$ cat src/core/adc_board_pkg.sv
// Shared constants for the analog input board control logic.
package adc_board_pkg;

    // ==========================================================
    // Clock and timing
    localparam int CLK_PERIOD_NS = 8;
    localparam int SETTLE_TIME_NS = 15000;
    localparam int CONV_TIME_NS = 25000;
    // Least times round up to whole cycles.
    localparam int SETTLE_CYCLES = (SETTLE_TIME_NS + CLK_PERIOD_NS - 1) / CLK_PERIOD_NS;
    localparam int CONV_CYCLES_DEF = (CONV_TIME_NS + CLK_PERIOD_NS - 1) / CLK_PERIOD_NS;

    // ==========================================================
    // Address decode
    localparam logic [2:0] ADDR_PAGE = 3'h7;
    localparam logic [1:0] CTRL_INDEX = 2'h0;
    localparam logic [1:0] RESULT_INDEX = 2'h1;
    localparam logic [2:0] VECTOR_ERR_OFS = 3'h4;
    localparam logic [2:0] VECTOR_DONE_OFS = 3'h0;

    // ==========================================================
    // Control/status field positions
    localparam int START_BIT = 0;
    localparam int GAIN_SEL_LOW_BIT = 2;
    localparam int GAIN_SEL_HIGH_BIT = 3;
    localparam int EXT_TRIGGER_EN_BIT = 4;
    localparam int RTC_EN_BIT = 5;
    localparam int DONE_IE_BIT = 6;
    localparam int DONE_BIT = 7;
    localparam int CHAN_LSB = 8;
    localparam int CHAN_MSB = 11;
    localparam int ERR_IE_BIT = 14;
    localparam int ERR_BIT = 15;
    localparam logic [15:0] CTRL_RESET = 16'h0000;
    localparam logic [15:0] RESULT_RESET = 16'h0000;

    // ==========================================================
    // Output notation selection
    localparam logic [1:0] NOTE_BINARY = 2'h0;
    localparam logic [1:0] NOTE_OFFSET = 2'h1;
    localparam logic [1:0] NOTE_TWOS = 2'h2;

endpackage

$ cat src/core/pin_sync.sv
// Two-stage pin synchroniser with a registered falling-edge pulse per bit.
`timescale 1ns/100ps
module pin_sync
#(
    parameter int        WIDTH = 4,
    parameter bit        IDLE  = 1'b1
)
(
    input  wire logic             sys_clk,
    input  wire logic             reset,
    input  wire logic [WIDTH-1:0] pinIn,
    output logic      [WIDTH-1:0] levelOut,
    output logic      [WIDTH-1:0] fallPulse
);

    if (WIDTH < 1)
    begin : badWidth
        $error("pin_sync needs at least one bit");
    end

    // ==========================================================
    // Per-bit synchroniser
    for (genvar i = 0; i < WIDTH; i++)
    begin : bitSync
        logic meta_r;
        logic stable_r;
        logic prev_r;

        // The first stage feeds only the second stage.
        always_ff @(posedge sys_clk)
        begin
            if (reset)
            begin
                meta_r <= IDLE;
                stable_r <= IDLE;
                prev_r <= IDLE;
                fallPulse[i] <= 1'b0;
            end
            else
            begin
                meta_r <= pinIn[i];
                stable_r <= meta_r;
                prev_r <= stable_r;
                fallPulse[i] <= prev_r & ~stable_r;
            end
        end

        assign levelOut[i] = stable_r;
    end

endmodule

$ cat src/core/adc_board_ctrl.sv
// Control and status logic of a 16-channel analog input board on a parallel bus.
`timescale 1ns/100ps

// How it works
// - Bits 3:2 choose gain 1, 2, 4, 8.
// - Bits 4, 5 enable trigger and clock starts.
// - Interrupt on done or error when enabled.
// - Bit 14 lets error bit 15 interrupt.
// - Bus initialize clears error and its enable.
// - Hardware start while settling sets error.
// - Start while converting sets error.
// - Start while done still set sets error.
// - Control write or initialize clears error.
// - Bits 11:8 pick channel; differential uses 0-7.
// - Result holds until next conversion ends.
// - Two's complement fills bits 15:12 with sign.
// - Output notation chosen by configuration input.
// - Address bits 12:3 compared with jumpers.
// - Vector base for done, base+4 error.
// - Base vector from jumper bits 8:3.
// - Three start sources: software, clock, trigger.
// - Trigger from bus event or connector.
// - Writing one to bit 0 starts.
// - Completion sets done, sampler tracks again.
// - Result read or initialize clears done.
module adc_board_ctrl
    import adc_board_pkg::*;
#(
    parameter int        CONV_CYCLES = adc_board_pkg::CONV_CYCLES_DEF
)
(
    input  wire logic        sys_clk,
    input  wire logic        reset,
    input  wire logic        busInit,
    input  wire logic [15:0] busAddr,
    input  wire logic        busWrite,
    input  wire logic        busRead,
    input  wire logic [1:0]  byteEn,
    input  wire logic [15:0] busWrData,
    input  wire logic        iack,
    input  wire logic [9:0]  addrJumpers,
    input  wire logic [5:0]  vecJumpers,
    input  wire logic [1:0]  notationSel,
    input  wire logic        input_topology_select,
    input  wire logic        trigSourceSel,
    input  wire logic        bus_event_line_n,
    input  wire logic        trigger_input_n,
    input  wire logic        rtcInputN,
    input  wire logic [11:0] convData,
    output logic      [15:0] rdData,
    output logic             busAck,
    output logic             irqReq,
    output logic      [8:0]  vectorOut,
    output logic             vectorValid,
    output logic             holdSample,
    output logic      [3:0]  channelSel,
    output logic      [1:0]  gainSel
);
    import adc_board_pkg::*;

    localparam int CNT_W = $clog2(CONV_CYCLES + 1);
    localparam int SET_W = $clog2(SETTLE_CYCLES + 1);
    localparam logic [CNT_W-1:0] CONV_LOAD = CNT_W'(CONV_CYCLES);
    localparam logic [SET_W-1:0] SETTLE_LOAD = SET_W'(SETTLE_CYCLES);

    if (CONV_CYCLES < 2 || CONV_CYCLES > 65535)
    begin : badConv
        $error("CONV_CYCLES must lie between 2 and 65535");
    end

    // ==========================================================
    // Synchronised pins
    logic [22:0] pinLevel;
    logic [22:0] pinFall;
    logic [9:0]  addrSel;
    logic [5:0]  vecSel;
    logic [1:0]  noteSel;
    logic        diffMode;
    logic        connSel;
    logic        busEvent;
    logic        connTrig;
    logic        rtcEvent;

    pin_sync #(.WIDTH(23), .IDLE(1'b1)) pinSync
    (
        .sys_clk   (sys_clk),
        .reset     (reset),
        .pinIn     ({addrJumpers, vecJumpers, notationSel, input_topology_select,
                     trigSourceSel, bus_event_line_n, trigger_input_n, rtcInputN}),
        .levelOut  (pinLevel),
        .fallPulse (pinFall)
    );

    assign addrSel = pinLevel[22:13];
    assign vecSel = pinLevel[12:7];
    assign noteSel = pinLevel[6:5];
    assign diffMode = pinLevel[4];
    assign connSel = pinLevel[3];
    assign busEvent = pinFall[2];
    assign connTrig = pinFall[1];
    assign rtcEvent = pinFall[0];

    // ==========================================================
    // Register state
    logic [1:0]       gain_r;
    logic             extEn_r;
    logic             rtcEn_r;
    logic             doneIe_r;
    logic             done_r;
    logic [3:0]       chan_r;
    logic             errIe_r;
    logic             err_r;
    logic [15:0]      result_r;
    logic [CNT_W-1:0] convCnt_r;
    logic [SET_W-1:0] settleCnt_r;

    // Two's complement flips the offset code's top bit and spreads the sign upward.
    function automatic logic [15:0] formatResult(input logic [11:0] raw, input logic [1:0] note);
        logic [11:0] twos;
        twos = {~raw[11], raw[10:0]};
        if (note == NOTE_TWOS)
            formatResult = {{4{twos[11]}}, twos};
        else
            formatResult = {4'h0, raw};
    endfunction

    // ==========================================================
    // Bus decode
    logic pageHit;
    logic ctrlHit;
    logic resHit;
    logic wrCtrl;
    logic wrLo;
    logic wrHi;
    logic rdRes;
    logic [15:0] ctrlView;
    logic [15:0] readMux;

    assign pageHit = (busAddr[15:13] == ADDR_PAGE) && (busAddr[12:3] == addrSel);
    assign ctrlHit = pageHit && (busAddr[2:1] == CTRL_INDEX);
    assign resHit = pageHit && (busAddr[2:1] == RESULT_INDEX);
    assign wrCtrl = busWrite & ctrlHit;
    assign wrLo = wrCtrl & byteEn[0];
    assign wrHi = wrCtrl & byteEn[1];
    assign rdRes = busRead & resHit;
    assign ctrlView = {err_r, errIe_r, 2'b00, chan_r, done_r, doneIe_r, rtcEn_r, extEn_r, gain_r, 2'b00};
    assign readMux = ctrlHit ? ctrlView : result_r;

    // ==========================================================
    // Start sources and refusal
    logic swStart;
    logic extStart;
    logic rtcStart;
    logic hwStart;
    logic startReq;
    logic busy;
    logic settling;
    logic errEvent;
    logic startOk;
    logic finish;
    logic chanChange;

    assign swStart = wrLo & busWrData[START_BIT];
    assign extStart = extEn_r & (connSel ? connTrig : busEvent);
    assign rtcStart = rtcEn_r & rtcEvent;
    assign hwStart = extStart | rtcStart;
    assign startReq = swStart | hwStart;
    assign busy = convCnt_r != '0;
    assign settling = settleCnt_r != '0;
    assign errEvent = (startReq & (busy | done_r)) | (hwStart & settling);
    assign startOk = startReq & ~errEvent;
    assign finish = convCnt_r == CNT_W'(1);
    assign chanChange = wrHi && (busWrData[CHAN_MSB:CHAN_LSB] != chan_r);

    // ==========================================================
    // Control fields; each byte lane writes its own half.
    always_ff @(posedge sys_clk)
    begin
        if (reset)
        begin
            {gain_r, extEn_r, rtcEn_r, doneIe_r} <= CTRL_RESET[DONE_IE_BIT:GAIN_SEL_LOW_BIT];
            chan_r <= CTRL_RESET[CHAN_MSB:CHAN_LSB];
            errIe_r <= CTRL_RESET[ERR_IE_BIT];
        end
        else
        begin
            if (wrLo)
            begin
                gain_r <= busWrData[GAIN_SEL_HIGH_BIT:GAIN_SEL_LOW_BIT];
                extEn_r <= busWrData[EXT_TRIGGER_EN_BIT];
                rtcEn_r <= busWrData[RTC_EN_BIT];
                doneIe_r <= busWrData[DONE_IE_BIT];
            end
            if (wrHi)
            begin
                chan_r <= busWrData[CHAN_MSB:CHAN_LSB];
                errIe_r <= busWrData[ERR_IE_BIT];
            end
            if (busInit)
            begin
                doneIe_r <= 1'b0;
                errIe_r <= 1'b0;
            end
        end
    end

    // ==========================================================
    // Flags: a hardware set wins over a same-cycle read or write clear; initialize wins over both.
    always_ff @(posedge sys_clk)
    begin
        if (reset)
        begin
            done_r <= CTRL_RESET[DONE_BIT];
            err_r <= CTRL_RESET[ERR_BIT];
        end
        else
        begin
            done_r <= busInit ? 1'b0 : (finish | (done_r & ~rdRes));
            err_r <= busInit ? 1'b0 : (errEvent | (err_r & ~wrCtrl));
        end
    end

    // ==========================================================
    // Conversion latency and multiplexer settling counters.
    always_ff @(posedge sys_clk)
    begin
        if (reset)
        begin
            convCnt_r <= '0;
            settleCnt_r <= '0;
            result_r <= RESULT_RESET;
        end
        else
        begin
            if (startOk)
                convCnt_r <= CONV_LOAD;
            else if (busy)
                convCnt_r <= convCnt_r - CNT_W'(1);
            if (chanChange)
                settleCnt_r <= SETTLE_LOAD;
            else if (settling)
                settleCnt_r <= settleCnt_r - SET_W'(1);
            if (finish)
                result_r <= formatResult(convData, noteSel);
        end
    end

    // ==========================================================
    // Registered outputs; the bus answers one cycle after a hit.
    always_ff @(posedge sys_clk)
    begin
        if (reset)
        begin
            rdData <= 16'h0000;
            busAck <= 1'b0;
            irqReq <= 1'b0;
            vectorOut <= 9'h000;
            vectorValid <= 1'b0;
            holdSample <= 1'b0;
            channelSel <= 4'h0;
            gainSel <= 2'h0;
        end
        else
        begin
            // Unmapped indices on the page return zero, as they are not answered.
            rdData <= (busRead & (ctrlHit | resHit)) ? readMux : 16'h0000;
            busAck <= (busRead | busWrite) & (ctrlHit | resHit);
            irqReq <= (done_r & doneIe_r) | (err_r & errIe_r);
            vectorValid <= iack & irqReq;
            if (iack & irqReq)
                vectorOut <= {vecSel, (done_r & doneIe_r) ? VECTOR_DONE_OFS : VECTOR_ERR_OFS};
            holdSample <= startOk | (busy & ~finish);
            channelSel <= diffMode ? {1'b0, chan_r[2:0]} : chan_r;
            gainSel <= gain_r;
        end
    end
endmodule

$ cat config.mk
export PLATFORM = sky130hd
export DESIGN_NAME = adc_board_ctrl
export DESIGN_NICKNAME = d
export VERILOG_FILES = /design/src/core/adc_board_pkg.sv /design/src/core/pin_sync.sv /design/src/core/adc_board_ctrl.sv
export SDC_FILE = /design/constraint.sdc
export NUM_CORES = 1
export LEC_CHECK = 0
export BUFFER_PORTS_ARGS = -buffer_cell sky130_fd_sc_hd__buf_4
export CORE_MARGIN = 5
export CORE_UTILIZATION = 50
export DETAILED_ROUTE_END_ITERATION = 8
export GPL_ROUTABILITY_DRIVEN = 0
export PLACE_DENSITY = 0.75
export SLEW_MARGIN = 15
export SYNTH_ARGS = -nofsm -noshare
export SYNTH_HDL_FRONTEND = slang
export SYNTH_SLANG_ARGS = --single-unit
$ cat constraint.sdc
create_clock -name sys_clk -period 3.5 [get_ports sys_clk]
set_input_delay 0.35 -clock sys_clk [delete_from_list [all_inputs] [get_ports sys_clk]]
set_output_delay 0.35 -clock sys_clk [all_outputs]
set_load 0.1 [all_outputs]
==> flow_metrics.env <==
export IMPL_vias=3714
export IMPL_cts_sinks=132
export IMPL_drv_cap=0
export IMPL_netSwitchingPower_mw=1.36
export IMPL_die_h_um=108
export IMPL_vias_per_cell=5.12
export IMPL_fin_skew_ps=10.5
export IMPL_r2r_start="pinSync.bitSync[14].stable_r"
export IMPL_power_density_mw_per_mm2=716
export IMPL_crit_path_start="pinSync.bitSync[14].stable_r"
export IMPL_io_pins=110
export IMPL_status="finished, final reports clean"
export IMPL_r2r_slack_ps=1190
export IMPL_nets=663
export IMPL_yosysWarnings=0
export IMPL_max_vdd_ir_drop_uv=401
export IMPL_seqPwrFrac_pct=38.5
export IMPL_syn_area_sq_mm=0.00480
export IMPL_root_buffer="clkbuf_8"
export IMPL_syn_inst=474
export IMPL_drive_gt1_share_pct=33.5
export IMPL_endpoint_kind="flop"
export IMPL_synth_compound_area_share_pct=9.16
export IMPL_combPwrFrac_pct=21.1
export IMPL_avgSynthCellArea_sq_um=10.1
export IMPL_numCtsBuffers=17
export IMPL_fin_tns_setup_ps=0
export IMPL_synth_simple_gate_area_share_pct=22.6
export IMPL_drv_slew=0
export IMPL_core_sq_mm=0.00928
export IMPL_area_growth_pct=32.4
export IMPL_drcViolationCount=0
export IMPL_grt_pass1_vias=3610
export IMPL_critical_path_class="reg2reg"
export IMPL_synthMuxAreaShare_pct=3.63
export IMPL_postCtsSetupRepairBufs=0
export IMPL_start_util_pct=51.7
export IMPL_use_met3_pct=5.49
export IMPL_cp_start_kind="flop"
export IMPL_min_from="input_topology_select"
export IMPL_worstSkewPairLatency_ps=510
export IMPL_met2_usage_pct=30.1
export IMPL_holdBufCountCts=12
export IMPL_finalHoldViolations=0
export IMPL_cts_tree="built"
export IMPL_setup_violations=0
export IMPL_slew_headroom_pct=34.5
export IMPL_htree_levels=4
export IMPL_p_int_mw=3.19
export IMPL_pre_cts_ws_ps=1110
export IMPL_period_minus_slack_ps=2310
export IMPL_die_w_um=108
export IMPL_critical_path_required_ps=3950
export IMPL_r2r_end="rdData[15]"
export IMPL_cp_max_fo=15
export IMPL_holdPathStages=2
export IMPL_seq_area_frac_synth_pct=55.1
export IMPL_synth_distinct_cells=54
export IMPL_hpwl_mm=7.03
export IMPL_min_to="pinSync.bitSync[4].meta_r"
export IMPL_grt_max_degree=111
export IMPL_rsz0062_at_grt="no"
export IMPL_crit_arrival_ps=2760
export IMPL_clkTransAtPathRegs_ps=70
export IMPL_clockBufferDepth=2
export IMPL_reg2reg_depth=5
export IMPL_min_period_over_period_pct=65.9
export IMPL_dieArea_sq_mm=0.0117
export IMPL_synth_top_family_by_area="simple AND/OR/NAND/NOR gates"
export IMPL_antenna_found_initial=0
export IMPL_synth_fa_ha_area_share_pct=1.04
export IMPL_wl_mm=10.5
export IMPL_top_usage_layer="met2"
export IMPL_min_path_type="in2reg"
export IMPL_final_setup_worst_slack_ps=1190
export IMPL_synth_edff_count=0
export IMPL_worst_pin_slew_ps=983
export IMPL_drt_iter0_markers=201
export IMPL_gr_total_overflow=0
export IMPL_synth_xor_area_share_pct=4.93
export IMPL_wl_per_cell_um=14.4
export IMPL_grt_first_pass_wirelength_mm=16.8
export IMPL_grt_use_met1_pct=22.7
export IMPL_fill_cells=709
export IMPL_antenna_cells=0
export IMPL_synth_async_reset_ratio_pct=0
export IMPL_final_antenna_net_count=0
export IMPL_p_sw_share_pct=29.8
export IMPL_max_freq_mhz=434
export IMPL_ys_flop_type="dfxtp_1"
export IMPL_rows=35
export IMPL_first_pass_iters=7
export IMPL_power_clock_fraction_pct=40.4
export IMPL_grt_usage_pct=18.3
export IMPL_p_leak_nw=2.74
export IMPL_port_buffers=101
export IMPL_cts_resized=0
export IMPL_ys_ff_latch=132
==> per-stage QoR <==
stage	total power [mW]	cells	hold WS [ps]	util (%)	area, sq um
after floorplan	2.52	475	372	-	4800
after global placement	2.67	682	375	60.4	5610
after detailed placement	2.71	682	392	60.4	5610
after CTS	4.58	726	0.494	68.4	6350
after global routing	4.76	726	1.22	68.4	6350
final	4.55	726	15.5	68.4	6350
==> worst max path at each step <==
stage	end	slack (ps)	cells past startpoint
finish	rdData[15]	1190	5
global route	rdData[15]	1030	5
CTS	rdData[15]	1200	5
detailed placement	gain_r[1]	1110	6
global placement	gain_r[0]	1100	6
floorplan	convCnt_r[11]	1680	6
==> layout make-up <==
type                    instances  area, sq um  share of cell area, %
clock buffers                  17          414                   6.52
clock inverters                15          208                   3.27
inverters                      11         41.3                  0.650
multi-input cells             307         1990                   31.3
flip-flops and latches        132         2640                   41.6
well taps                     129          161                   2.54
repair buffers                115          893                   14.1
==> Yosys cell counts, types with 6 or more instances <==
cell type	n	area, sq um
nor3_1	14	70.1
clkbuf_1	16	60.1
nor2b_1	9	56.3
dfxtp_1	132	2640
mux2i_1	14	140
o21ai_0	6	30.0
or2_2	49	307
nand2_1	30	113
xor2_1	16	140
inv_1	11	41.3
a22o_1	13	114
a21oi_1	23	115
nor2_1	36	135
nand3_1	10	50.1
a31oi_1	8	50.1
xnor2_1	11	96.3
==> layer usage <==
layer	routed length (um)	part of all wire, %
met2	5230	50
met1	4400	42
met3	747	7.1
met5	0	0
met4	90	0.86
==> critical path: stages (launching register included) <==
cell     delay (ps)
dfxtp_1         310
xor2_1          150
nor3_1          380
nand4_1         300
nor3_2          800
a22o_1          290
==> cell families (layout without fill, tap and decap cells) <==
family                     Yosys count  count (layout)
adders and majority gates            4               4
muxes                               17              17
AOI/OAI and AO/OA                   65              65
xor gates and xnor gates            27              27
and+or+nand+nor                    192             192
buffers and inverters               36             158
other                                1               2
DFF                                132             132
==> sequential cells by signal (all words and copies together) (netlist names), 2 cells and up <==
name and cells:
gain_r 2, pinSync.bitSync.meta_r 23, rdData 15, pinSync.bitSync.prev_r 3
channelSel 4, convCnt_r 12, settleCnt_r 11, gainSel 2
chan_r 4, pinSync.bitSync.stable_r 23, pinSync.fallPulse 3, result_r 13
vectorOut 7
==> placed cells by master, fill, tap and decap left out, types with 2 or more instances in the layout <==
cell type,n
xnor2_1,11
buf_4,103
o21ai_0,6
or2_2,49
dlygate4sd3_1,12
nor3b_1,4
a31oi_1,8
inv_1,11
bufinv_16,3
nor2_1,36
dfxtp_1,132
or3_1,3
inv_6,4
and3_1,4
clkbuf_16,16
nand3_1,10
a22oi_1,2
nor4_2,2
nand2_1,30
nand4b_1,3
and2_1,4
mux2_2,3
a21oi_1,23
or4_1,2
a31o_2,3
nand4_1,4
nor2b_1,9
nand3b_1,3
a311oi_1,2
xor2_1,16
inv_8,5
nor3_1,14
mux2i_1,14
nor4_1,4
conb_1,2
a22o_1,13
ha_1,4
clkinv_4,3
==> power by group through the flow <==
| stage | logic [mW] | registers (mW) | clock network, mW |
|---|---|---|---|
| global placement | 0.893 | 1.77 | 0 |
| finish | 0.958 | 1.75 | 1.84 |
| CTS | 0.960 | 1.75 | 1.87 |
| detailed placement | 0.928 | 1.78 | 0 |
| floorplan | 0.717 | 1.80 | 0 |
| global route | 1.06 | 1.77 | 1.94 |
Power figures use the tool's default switching activity.
